--- config.mk ---
export PLATFORM = sky130hd
export DESIGN_NAME = sac_adc_control
export DESIGN_NICKNAME = d
export VERILOG_FILES = /design/src/sac_pkg.sv /design/src/sac_adc_control.sv /design/src/sac_sync.sv /design/src/sac_clk_div.sv
export VERILOG_INCLUDE_DIRS = /design/src /design/src/src
export SDC_FILE = /design/constraint.sdc
export NUM_CORES = 1
export LEC_CHECK = 0
export ABC_CLOCK_PERIOD_IN_PS = 2890
export BUFFER_PORTS_ARGS = -buffer_cell sky130_fd_sc_hd__buf_2
export CORE_UTILIZATION = 40
export CTS_BUF_LIST = sky130_fd_sc_hd__clkbuf_4 sky130_fd_sc_hd__clkbuf_8
export CTS_CLUSTER_DIAMETER = 100
export DETAILED_ROUTE_END_ITERATION = 8
export PLACE_DENSITY = 0.77
export SLEW_MARGIN = 20
export SYNTH_ARGS = -nofsm -noshare
export SYNTH_HDL_FRONTEND = slang
export SYNTH_HIERARCHICAL = 1
export SYNTH_SLANG_ARGS = --single-unit
--- constraint.sdc ---
create_clock -name clk -period 2.89 [get_ports clk]
set_input_delay 0.289 -clock clk [delete_from_list [all_inputs] [get_ports clk]]
set_output_delay 0.289 -clock clk [all_outputs]
set_load 0.005 [all_outputs]
--- src/sac_map.svh ---
// Constants for the converter control block: register indices, field positions,
// reset values and timing counts. Assumes inclusion by bare name from the design files.
//
// Contract
// - Each result is held as a 10-bit value split over high and low bytes.
// - Input above high reference returns FFh high byte and 03h low byte.
// - Input below low reference returns zero in both result bytes.
// - Setting converter_on starts conversions, repeated continuously on the selected channel.
// - Clearing converter_on disables the converter and stops all conversion activity.
// - Each finished conversion sets the done flag and stores the new result.
// - Reading the high result byte clears the done flag.
// - Any write to the control/status register clears the done flag.
// - Changing channel_select mid-conversion aborts it, clears done, restarts on new channel.
// - Reading the low result byte locks both result bytes against updates.
// - Reading the high byte or clearing converter_on releases the lock.
// - While locked, results are not updated until the high byte is read.
// - Slow/speed pair picks converter clock: CPU/2, CPU, CPU/4, CPU/2.
// - Control/status resets to 00h, read/write except read-only done flag bit 7.
// - A 4-bit channel_select field picks one of 16 analog inputs.
// - CPU wait mode leaves the converter running unchanged.
// - High byte holds bits 9..2; low byte holds bits 1..0, upper six zero.
// - channel_select value n selects analog input n, binary, 0 to 15.
`ifndef SAC_MAP_SVH
`define SAC_MAP_SVH

`define SAC_IDX_CSR 8'h45
`define SAC_IDX_HIGH 8'h46
`define SAC_IDX_LOW 8'h47
`define SAC_CSR_RESET 8'h00
`define SAC_RESULT_RESET 10'h000
`define SAC_BIT_DONE 7
`define SAC_BIT_SPEED 6
`define SAC_BIT_ON 5
`define SAC_BIT_SLOW 4
`define SAC_CH_MSB 3
`define SAC_RES_BITS 10
`define SAC_RES_TOP 4'h9
`define SAC_PHASE_LAST 2'h3
`define SAC_TRIAL_FIRST 10'h200
`define SAC_BIT_ONE 10'h001

`endif

--- src/sac_pkg.sv ---
// Types shared by the converter control block.
// Assumes nothing of its surroundings.
package sac_pkg;
  typedef enum logic [1:0] {
    ST_IDLE,
    ST_SAMPLE,
    ST_CONVERT
  } sac_state_t;
endpackage

--- src/sac_adc_control.sv ---
// Converter control top: APB register slave, successive-approximation sequencer and
// result handling. Assumes an analog core that samples while sample_hold is high and
// raises comp_high, asynchronously, while the held input is at or above trial_code.
//
// The APB slave port and the register addresses were chosen for this implementation.
`timescale 1ns/10ps
`include "sac_map.svh"
module sac_adc_control (
  // Clock and reset
  input wire logic clk,
  input wire logic reset,
  // APB slave
  input wire logic psel,
  input wire logic penable,
  input wire logic pwrite,
  input wire logic [11:0] paddr,
  input wire logic [31:0] pwdata,
  output logic [31:0] prdata,
  output logic pready,
  output logic pslverr,
  // Analog core
  input wire logic comp_high,
  output logic analog_enable,
  output logic [3:0] mux_select,
  output logic sample_hold,
  output logic [9:0] trial_code
);
  localparam logic [11:0] ADDR_CSR = {2'b00, `SAC_IDX_CSR, 2'b00};
  localparam logic [11:0] ADDR_HIGH = {2'b00, `SAC_IDX_HIGH, 2'b00};
  localparam logic [11:0] ADDR_LOW = {2'b00, `SAC_IDX_LOW, 2'b00};

  sac_pkg::sac_state_t state_ff;
  logic done_ff;
  logic speed_ff;
  logic on_ff;
  logic slow_ff;
  logic [3:0] ch_ff;
  logic lock_ff;
  logic [9:0] res_ff;
  logic [9:0] sar_ff;
  logic [3:0] bit_idx_ff;
  logic [1:0] phase_ff;
  logic [31:0] prdata_ff;
  logic comp_sync;
  logic tick;
  logic access;
  logic setup_rd;
  logic hit_csr;
  logic hit_high;
  logic hit_low;
  logic hit_any;
  logic wr_csr;
  logic rd_high;
  logic rd_low;
  logic low_pending;
  logic start;
  logic stop;
  logic restart;
  logic phase_end;
  logic done_now;
  logic [9:0] decided;
  logic [9:0] next_trial;

  // Address decode and APB strobes.
  always_comb begin
    hit_csr = 1'b0;
    hit_high = 1'b0;
    hit_low = 1'b0;
    if (paddr == ADDR_CSR) begin
      hit_csr = 1'b1;
    end else if (paddr == ADDR_HIGH) begin
      hit_high = 1'b1;
    end else if (paddr == ADDR_LOW) begin
      hit_low = 1'b1;
    end
  end

  assign hit_any = hit_csr || hit_high || hit_low;
  assign access = psel && penable;
  assign setup_rd = psel && !penable && !pwrite;
  assign wr_csr = access && pwrite && hit_csr;
  assign rd_high = access && !pwrite && hit_high;
  assign rd_low = access && !pwrite && hit_low;
  assign low_pending = psel && !pwrite && hit_low;
  assign pready = 1'b1;
  assign pslverr = access && !hit_any;
  assign prdata = prdata_ff;

  // Control events taken from a write to the control/status register.
  assign start = wr_csr && pwdata[`SAC_BIT_ON] && !on_ff;
  assign stop = wr_csr && !pwdata[`SAC_BIT_ON] && on_ff;
  assign restart = wr_csr && pwdata[`SAC_BIT_ON] && on_ff && (pwdata[3:0] != ch_ff);

  sac_sync u_comp_sync (
    .clk(clk),
    .reset(reset),
    .async_in(comp_high),
    .sync_out(comp_sync)
  );

  sac_clk_div u_clk_div (
    .clk(clk),
    .reset(reset),
    .run(on_ff),
    .slow(slow_ff),
    .speed(speed_ff),
    .tick(tick)
  );

  // Read data is captured in the setup phase so that it is stable in the access phase.
  always_ff @(posedge clk) begin
    if (reset) begin
      prdata_ff <= 32'h0000_0000;
    end else if (setup_rd) begin
      if (hit_csr) begin
        prdata_ff <= {24'h00_0000, done_ff, speed_ff, on_ff, slow_ff, ch_ff};
      end else if (hit_high) begin
        prdata_ff <= {24'h00_0000, res_ff[9:2]};
      end else if (hit_low) begin
        prdata_ff <= {30'h0000_0000, res_ff[1:0]};
      end else begin
        prdata_ff <= 32'h0000_0000;
      end
    end
  end

  // Software-written control fields; the done flag is not writable.
  always_ff @(posedge clk) begin
    if (reset) begin
      speed_ff <= 1'b0;
      on_ff <= 1'b0;
      slow_ff <= 1'b0;
      ch_ff <= 4'h0;
    end else if (wr_csr) begin
      speed_ff <= pwdata[`SAC_BIT_SPEED];
      on_ff <= pwdata[`SAC_BIT_ON];
      slow_ff <= pwdata[`SAC_BIT_SLOW];
      ch_ff <= pwdata[`SAC_CH_MSB:0];
    end
  end

  // Channel n drives mux input n directly.
  assign mux_select = ch_ff;
  assign analog_enable = on_ff;
  assign sample_hold = (state_ff == sac_pkg::ST_SAMPLE);
  assign trial_code = sar_ff;

  // Successive approximation: keep the trial bit while the held input is at or above it.
  // Inputs beyond either reference thus settle to all ones or all zeros.
  assign decided = comp_sync ? sar_ff : (sar_ff & ~(`SAC_BIT_ONE << bit_idx_ff));
  assign next_trial = decided | (`SAC_BIT_ONE << (bit_idx_ff - 4'h1));
  assign phase_end = tick && (phase_ff == `SAC_PHASE_LAST);
  assign done_now = (state_ff == sac_pkg::ST_CONVERT) && phase_end && (bit_idx_ff == 4'h0)
    && !restart && !stop;

  always_ff @(posedge clk) begin
    if (reset) begin
      state_ff <= sac_pkg::ST_IDLE;
      phase_ff <= 2'h0;
      bit_idx_ff <= 4'h0;
      sar_ff <= 10'h000;
    end else if (stop || !on_ff && !start) begin
      state_ff <= sac_pkg::ST_IDLE;
      phase_ff <= 2'h0;
      bit_idx_ff <= 4'h0;
      sar_ff <= 10'h000;
    end else if (start || restart) begin
      state_ff <= sac_pkg::ST_SAMPLE;
      phase_ff <= 2'h0;
      bit_idx_ff <= 4'h0;
      sar_ff <= 10'h000;
    end else begin
      case (state_ff)
        sac_pkg::ST_SAMPLE: begin
          if (tick) begin
            phase_ff <= phase_ff + 2'h1;
          end
          if (phase_end) begin
            state_ff <= sac_pkg::ST_CONVERT;
            bit_idx_ff <= `SAC_RES_TOP;
            sar_ff <= `SAC_TRIAL_FIRST;
          end
        end
        sac_pkg::ST_CONVERT: begin
          if (tick) begin
            phase_ff <= phase_ff + 2'h1;
          end
          if (phase_end) begin
            if (bit_idx_ff == 4'h0) begin
              state_ff <= sac_pkg::ST_SAMPLE;
              sar_ff <= decided;
            end else begin
              bit_idx_ff <= bit_idx_ff - 4'h1;
              sar_ff <= next_trial;
            end
          end
        end
        default: begin
          state_ff <= sac_pkg::ST_SAMPLE;
          phase_ff <= 2'h0;
        end
      endcase
    end
  end

  // Done flag: a finishing conversion wins over a clear in the same cycle.
  always_ff @(posedge clk) begin
    if (reset) begin
      done_ff <= 1'b0;
    end else if (done_now) begin
      done_ff <= 1'b1;
    end else if (wr_csr || rd_high) begin
      done_ff <= 1'b0;
    end
  end

  // Result lock: a pending low-byte read also holds off an update, so the low byte
  // captured in setup and the high byte read later belong to one sample.
  always_ff @(posedge clk) begin
    if (reset) begin
      lock_ff <= 1'b0;
    end else if (rd_high || stop || !on_ff) begin
      lock_ff <= 1'b0;
    end else if (rd_low) begin
      lock_ff <= 1'b1;
    end
  end

  always_ff @(posedge clk) begin
    if (reset) begin
      res_ff <= `SAC_RESULT_RESET;
    end else if (done_now && !lock_ff && !low_pending) begin
      res_ff <= decided;
    end
  end

  AST_DONE_SETS: assert property (@(posedge clk) disable iff (reset)
    done_now |=> done_ff)
    else $error("done flag not set after conversion");

  AST_HIGH_READ_CLEARS: assert property (@(posedge clk) disable iff (reset)
    (rd_high && !done_now) |=> !done_ff)
    else $error("high byte read did not clear done flag");

  AST_CSR_WRITE_CLEARS: assert property (@(posedge clk) disable iff (reset)
    (wr_csr && !done_now) |=> !done_ff)
    else $error("control write did not clear done flag");

  AST_CHANNEL_ABORT: assert property (@(posedge clk) disable iff (reset)
    restart |=> (state_ff == sac_pkg::ST_SAMPLE) && (phase_ff == 2'h0) && !done_ff
      && (mux_select == $past(pwdata[3:0])))
    else $error("channel change did not restart conversion");

  AST_LOCK_HOLDS: assert property (@(posedge clk) disable iff (reset)
    (lock_ff && !rd_high) |=> $stable(res_ff))
    else $error("locked result changed");

  AST_LOW_LOCKS: assert property (@(posedge clk) disable iff (reset)
    (rd_low && on_ff && !stop) |=> lock_ff)
    else $error("low byte read did not lock results");

  AST_UNLOCK: assert property (@(posedge clk) disable iff (reset)
    (rd_high || stop) |=> !lock_ff)
    else $error("lock not released");

  AST_OFF_IDLE: assert property (@(posedge clk) disable iff (reset)
    !on_ff |-> (state_ff == sac_pkg::ST_IDLE) && !done_now)
    else $error("converter active while off");

  AST_CONTINUOUS: assert property (@(posedge clk) disable iff (reset)
    done_now |=> (state_ff == sac_pkg::ST_SAMPLE) && (phase_ff == 2'h0))
    else $error("conversion did not restart after done");

  AST_UPDATE_RESULT: assert property (@(posedge clk) disable iff (reset)
    (done_now && !lock_ff && !low_pending) |=> (res_ff == $past(decided)))
    else $error("result not stored");

  AST_LOW_UPPER_ZERO: assert property (@(posedge clk) disable iff (reset)
    (setup_rd && hit_low) |=> (prdata_ff[31:2] == 30'h0000_0000) && (prdata_ff[1:0] == $past(res_ff[1:0])))
    else $error("low byte read data wrong");

  AST_CSR_READ: assert property (@(posedge clk) disable iff (reset)
    (setup_rd && hit_csr) |=> (prdata_ff[7] == $past(done_ff)) && (prdata_ff[3:0] == $past(ch_ff)))
    else $error("control read data wrong");

  // Checks on reset values, register fields and the order of the conversion sequence.
  AST_RESET_VALUES: assert property (@(posedge clk)
    reset |=> !done_ff && !speed_ff && !on_ff && !slow_ff && !lock_ff
      && (ch_ff == 4'h0) && (res_ff == `SAC_RESULT_RESET))
    else $error("control state not cleared by reset");

  AST_WRITE_FIELDS: assert property (@(posedge clk) disable iff (reset)
    wr_csr |=> (speed_ff == $past(pwdata[`SAC_BIT_SPEED])) && (on_ff == $past(pwdata[`SAC_BIT_ON]))
      && (slow_ff == $past(pwdata[`SAC_BIT_SLOW])))
    else $error("control fields not written");

  AST_READ_UPPER_ZERO: assert property (@(posedge clk) disable iff (reset)
    setup_rd |=> (prdata_ff[31:8] == 24'h00_0000))
    else $error("read data above bit 7 not zero");

  AST_HIGH_BYTE: assert property (@(posedge clk) disable iff (reset)
    (setup_rd && hit_high) |=> (prdata_ff[7:0] == $past(res_ff[9:2])))
    else $error("high byte read data wrong");

  AST_MUX_FOLLOWS: assert property (@(posedge clk) disable iff (reset)
    wr_csr |=> (mux_select == $past(pwdata[3:0])))
    else $error("multiplexer select does not follow channel field");

  AST_MUX_HOLDS: assert property (@(posedge clk) disable iff (reset)
    !wr_csr |=> $stable(mux_select))
    else $error("multiplexer select changed without a write");

  AST_START_SAMPLES: assert property (@(posedge clk) disable iff (reset)
    start |=> (state_ff == sac_pkg::ST_SAMPLE) && analog_enable && sample_hold)
    else $error("converter did not start sampling");

  AST_STOP_IDLE: assert property (@(posedge clk) disable iff (reset)
    stop |=> (state_ff == sac_pkg::ST_IDLE) && !analog_enable && !sample_hold
      && !lock_ff && (trial_code == 10'h000))
    else $error("converter still active after stop");

  AST_DONE_HOLDS: assert property (@(posedge clk) disable iff (reset)
    (done_ff && !wr_csr && !rd_high) |=> done_ff)
    else $error("done flag lost without a clear");

  AST_RESULT_STABLE: assert property (@(posedge clk) disable iff (reset)
    !done_now |=> $stable(res_ff))
    else $error("result changed without a finished conversion");

  AST_LOCK_STICKY: assert property (@(posedge clk) disable iff (reset)
    (lock_ff && on_ff && !rd_high && !stop) |=> lock_ff)
    else $error("lock released early");

  AST_KEEP_TRIAL: assert property (@(posedge clk) disable iff (reset)
    ((state_ff == sac_pkg::ST_CONVERT) && phase_end && comp_sync && !restart && !stop)
      |=> ((sar_ff & $past(sar_ff)) == $past(sar_ff)))
    else $error("passed trial bit dropped");

  AST_DROP_TRIAL: assert property (@(posedge clk) disable iff (reset)
    ((state_ff == sac_pkg::ST_CONVERT) && phase_end && !comp_sync && !restart && !stop)
      |=> ((sar_ff & (`SAC_BIT_ONE << $past(bit_idx_ff))) == 10'h000))
    else $error("failed trial bit kept");

  AST_FIRST_TRIAL: assert property (@(posedge clk) disable iff (reset)
    ((state_ff == sac_pkg::ST_SAMPLE) && phase_end && !restart && !stop)
      |=> (state_ff == sac_pkg::ST_CONVERT) && (bit_idx_ff == `SAC_RES_TOP) && (trial_code == `SAC_TRIAL_FIRST))
    else $error("conversion did not begin with the top trial");

  AST_TRIAL_STEADY: assert property (@(posedge clk) disable iff (reset)
    ((state_ff == sac_pkg::ST_CONVERT) && !phase_end && !restart && !stop) |=> $stable(trial_code))
    else $error("trial code changed inside a bit period");
endmodule

--- src/sac_sync.sv ---
// Two-flop synchroniser for a level from outside the clock domain.
// Assumes the level changes slowly compared with two clock periods.
`timescale 1ns/10ps
module sac_sync (
  // Clock and reset
  input wire logic clk,
  input wire logic reset,
  // Level in and out
  input wire logic async_in,
  output logic sync_out
);
  logic meta_ff;

  always_ff @(posedge clk) begin
    if (reset) begin
      meta_ff <= 1'b0;
      sync_out <= 1'b0;
    end else begin
      meta_ff <= async_in;
      sync_out <= meta_ff;
    end
  end
endmodule

--- src/sac_clk_div.sv ---
// Converter clock divider producing a one-cycle tick per converter clock period.
// Assumes run, slow and speed come from registers on the same clock.
`timescale 1ns/10ps
module sac_clk_div (
  // Clock and reset
  input wire logic clk,
  input wire logic reset,
  // Control
  input wire logic run,
  input wire logic slow,
  input wire logic speed,
  // Converter clock tick
  output logic tick
);
  logic [1:0] cnt_ff;
  logic [1:0] last;

  // Terminal count: 00 and 11 divide by 2, 01 passes the CPU clock, 10 divides by 4.
  always_comb begin
    last = 2'h1;
    if (!slow && speed) begin
      last = 2'h0;
    end else if (slow && !speed) begin
      last = 2'h3;
    end
  end

  always_ff @(posedge clk) begin
    if (reset || !run) begin
      cnt_ff <= 2'h0;
    end else if (cnt_ff >= last) begin
      cnt_ff <= 2'h0;
    end else begin
      cnt_ff <= cnt_ff + 2'h1;
    end
  end

  assign tick = run && (cnt_ff >= last);

  AST_DIV_FULL_RATE: assert property (@(posedge clk) disable iff (reset)
    (run && !slow && speed) |-> tick)
    else $error("converter clock not at CPU rate");

  AST_DIV_QUARTER: assert property (@(posedge clk) disable iff (reset)
    (tick && run && slow && !speed) ##1 (run && slow && !speed) |-> !tick)
    else $error("converter clock too fast in divide by four");
endmodule

==> results.md <==
* Share of post-route cells with drive strength above 1 at 20.8%
* Startpoint Class: flop
* Multi-input logic area at 1660 sq um
* Initial antenna violation count at 0
* Crit Path Class: reg2reg
* Worst reg2reg startpoint: slow_ff
* Top FF cell, synth: dfxtp_1
* Pin count of the biggest net entering global routing at 42
* Avg WL per Cell at 13.0 microns
* Post-Syn Area per Cell at 8.69 sq um
* DRT Wirelength at 6.05 mm
* Vias/cell at 5.08
* Seq/Total Area, Yosys at 34.5%
* Sw Share at 21.6%
* Clock power frac at 40.2%
* Largest cells by area after synthesis: dfxtp_1 (35%), buf_4 (6.6%), nor2_1 (5.3%), mux2i_1 (4.9%), ha_1 (4.8%)
* CP Max Fanout at 6
* Number of port buffers at 49
* R2R cell count at 10
* TritonCTS Buffers at 5
* Final hold vios at 0
* Fin crit share at 80.9%
* Fin Hold WS at 0.194 ns
* Reg2reg end: bit_idx_ff[2]
* Die width at 86.3 microns
* Internal at 992 uW
* P_leak at 0.00118 uW
* Core area at 6830 sq um
* Drt drc at 0
* Total GRT Usage at 17.3%
* Die area at 7450 sq um
* TritonCTS clock tree: built
* Slew at the pin closest to its max-slew limit at 0.935 ns
* Max Fclk at 0.428 GHz
* Worst slew margin at 37.4%
* Sw power at 273 uW
* Vert. Die Dim at 86.3 microns
* Final Power at 1270 uW
* Reg power frac at 54.0%
* Global-route wire length before repair at 10.2 mm
* Final setup vio count at 0
* Fin crit period at 2.34 ns
* Reg2reg setup slack at 0.55 ns
* Maximum clock insertion buffer count at 2
* Area leader, netlist: dfxtp_1
* MaxCap Viol Count at 0
* Final worst slack at 0.551 ns
* Hold buffers post-CTS at 0
* Gpl congestion at 0.909
* Slew Viols, Final at 0
* Mapped cell area at 2840 sq um
* Total iterations of the first detailed-routing run at 4
* Initial drt markers at 162
* Status: finished, final reports clean
* Post-synth EDFFs at 0
* Vias at 2367
* Register bit count reported by yosys at 49
* Gate Count Post-Synth at 327
* RSZ-0062 raised after global routing: no
* Distinct cells, synth at 50
* Clock Root Buffer: clkbuf_8
* Clock insertion delay at the later pin of the skew report at 0.31 ns
* Storage cell area at 981 sq um
* HP Class: in2reg
* Area share of the largest cell type after synthesis at 34.5%
* FP Rows at 30
* Asr flop ratio synth at 0%
* # clock sinks at 49
* Initial Utilization at 41.6%
* Dpl hpwl at 4.55 mm
* Area delta synth->final at 11.9%
* Post-CTS setup buffer count at 0
* Antenna cells at 0
* Fin nets at 430
* Critical Path RT at 3.12 ns
* Fill cell count at 691
* Setup TNS at 0 ns
* PwrDens at 398 nW/um^2
* Worst setup EP type: flop
* H-tree levels at 2
* Commonest non-fill, non-tap cells in the layout: dfxtp_1 (49), buf_2 (49), nor2_1 (40), conb_1 (25), a21oi_1 (21)
* Hold path cells at 2
* HP Start: comp_high
* Peak supply drop at 0.185 mV
* Ports at 100
* Vias in the first global route at 2242
* Clock skew at 0.00995 ns
* Worst hold path endpoint: u_comp_sync/meta_ff
* Post-route ant nets at 0
* Post_cts resized at 0
* Crit path DAT at 2.57 ns
* Post-Place Worst Slack at 0.594 ns
* Combinational Power Share at 5.7%
* Gr ovfl total at 0
* Worst-path clk slew at 0.09 ns
* Warnings, synthesis at 6
## metrics by stage
| stage | area (sq um) | cells | utilization [%] |
|---|---|---|---|
| after detailed placement | 3060 | 458 | 44.8 |
| after floorplan | 2930 | 350 | - |
| after global placement | 3060 | 458 | 44.8 |
| after global routing | 3180 | 466 | 46.6 |
| after CTS | 3180 | 466 | 46.6 |
| final | 3180 | 466 | 46.6 |
## sequential cells by signal (all words and copies together) (netlist names)
register,count
res_ff,10
u_clk_div/cnt_ff,2
lock_ff,1
u_comp_sync/meta_ff,1
u_comp_sync/sync_out,1
trial_code,10
done_ff,1
bit_idx_ff,4
mux_select,4
analog_enable,1
phase_ff,2
state_ff,2
prdata,8
slow_ff,1
speed_ff,1
## worst max-delay path, cell delays in order, from the launching register on
cell and delay (ns):
dfxtp_1 0.37, nand2b_1 0.17, ha_1 0.27, nand2b_4 0.11
a21oi_1 0.06, nor2_1 0.09, buf_4 0.15, nand3_1 0.16
nand2b_1 0.27, or3b_2 0.48, a21oi_1 0.14
## worst max-delay path by stage
| stage | startpoint | end | cells after the start |
|---|---|---|---|
| floorplan | slow_ff | bit_idx_ff[2] | 10 |
| global placement | slow_ff | bit_idx_ff[2] | 10 |
| detailed placement | slow_ff | bit_idx_ff[2] | 10 |
| CTS | slow_ff | bit_idx_ff[2] | 10 |
| global route | slow_ff | trial_code[7] | 11 |
| finish | slow_ff | bit_idx_ff[2] | 10 |
## logic make-up after synthesis
| kind of cell | synth area share [%] |
|---|---|
| and+or+nand+nor | 23.2 |
| AOI/OAI and AO/OA | 17.0 |
| DFF | 34.5 |
| buffers and inverters | 10.2 |
| muxes | 7.31 |
| adders and majority gates | 4.84 |
| xor gates and xnor gates | 2.77 |
| other | 0.264 |
## synth_stat cells (all sizes together) (4+ instances only)
library cell / n
ha: 11
a21oi: 21
a211oi: 12
mux2i: 14
o21ai: 10
buf: 29
xor2: 4
nand2: 20
nor3b: 4
nand3b: 6
clkbuf: 11
nor2: 41
a22oi: 6
dfxtp: 49
nor3: 6
nor2b: 12
mux2: 5
xnor2: 5
inv: 8
nand2b: 16
## layer usage
metal  routed length (microns)  track usage, %  part of all wire (%)  vias up
met1                      2800            21.5                    46     1082
met5                         0               0                     0        -
met3                       326            3.52                   5.4       18
li1                          -               -                     -     1183
met4                       148            8.03                   2.4        0
met2                      2770            28.7                    46       84
## layout make-up
type,instances,area share [%]
Tap cell,96,3.78
Clock inverter,2,1.18
Multi-Input combinational cell,252,52.1
Inverter,9,1.06
Sequential cell,49,30.8
Clock buffer,6,2.60
Timing Repair Buffer,52,8.42
## power by group through the flow
stage | Clock [uW] | Combinational [uW] | Sequential [uW]
global route | 545 | 83.0 | 685
CTS | 525 | 72.1 | 684
global placement | 0 | 70.8 | 700
floorplan | 0 | 66.0 | 700
detailed placement | 0 | 72.0 | 700
finish | 509 | 72.6 | 684
(Power assumes the default switching activity.)
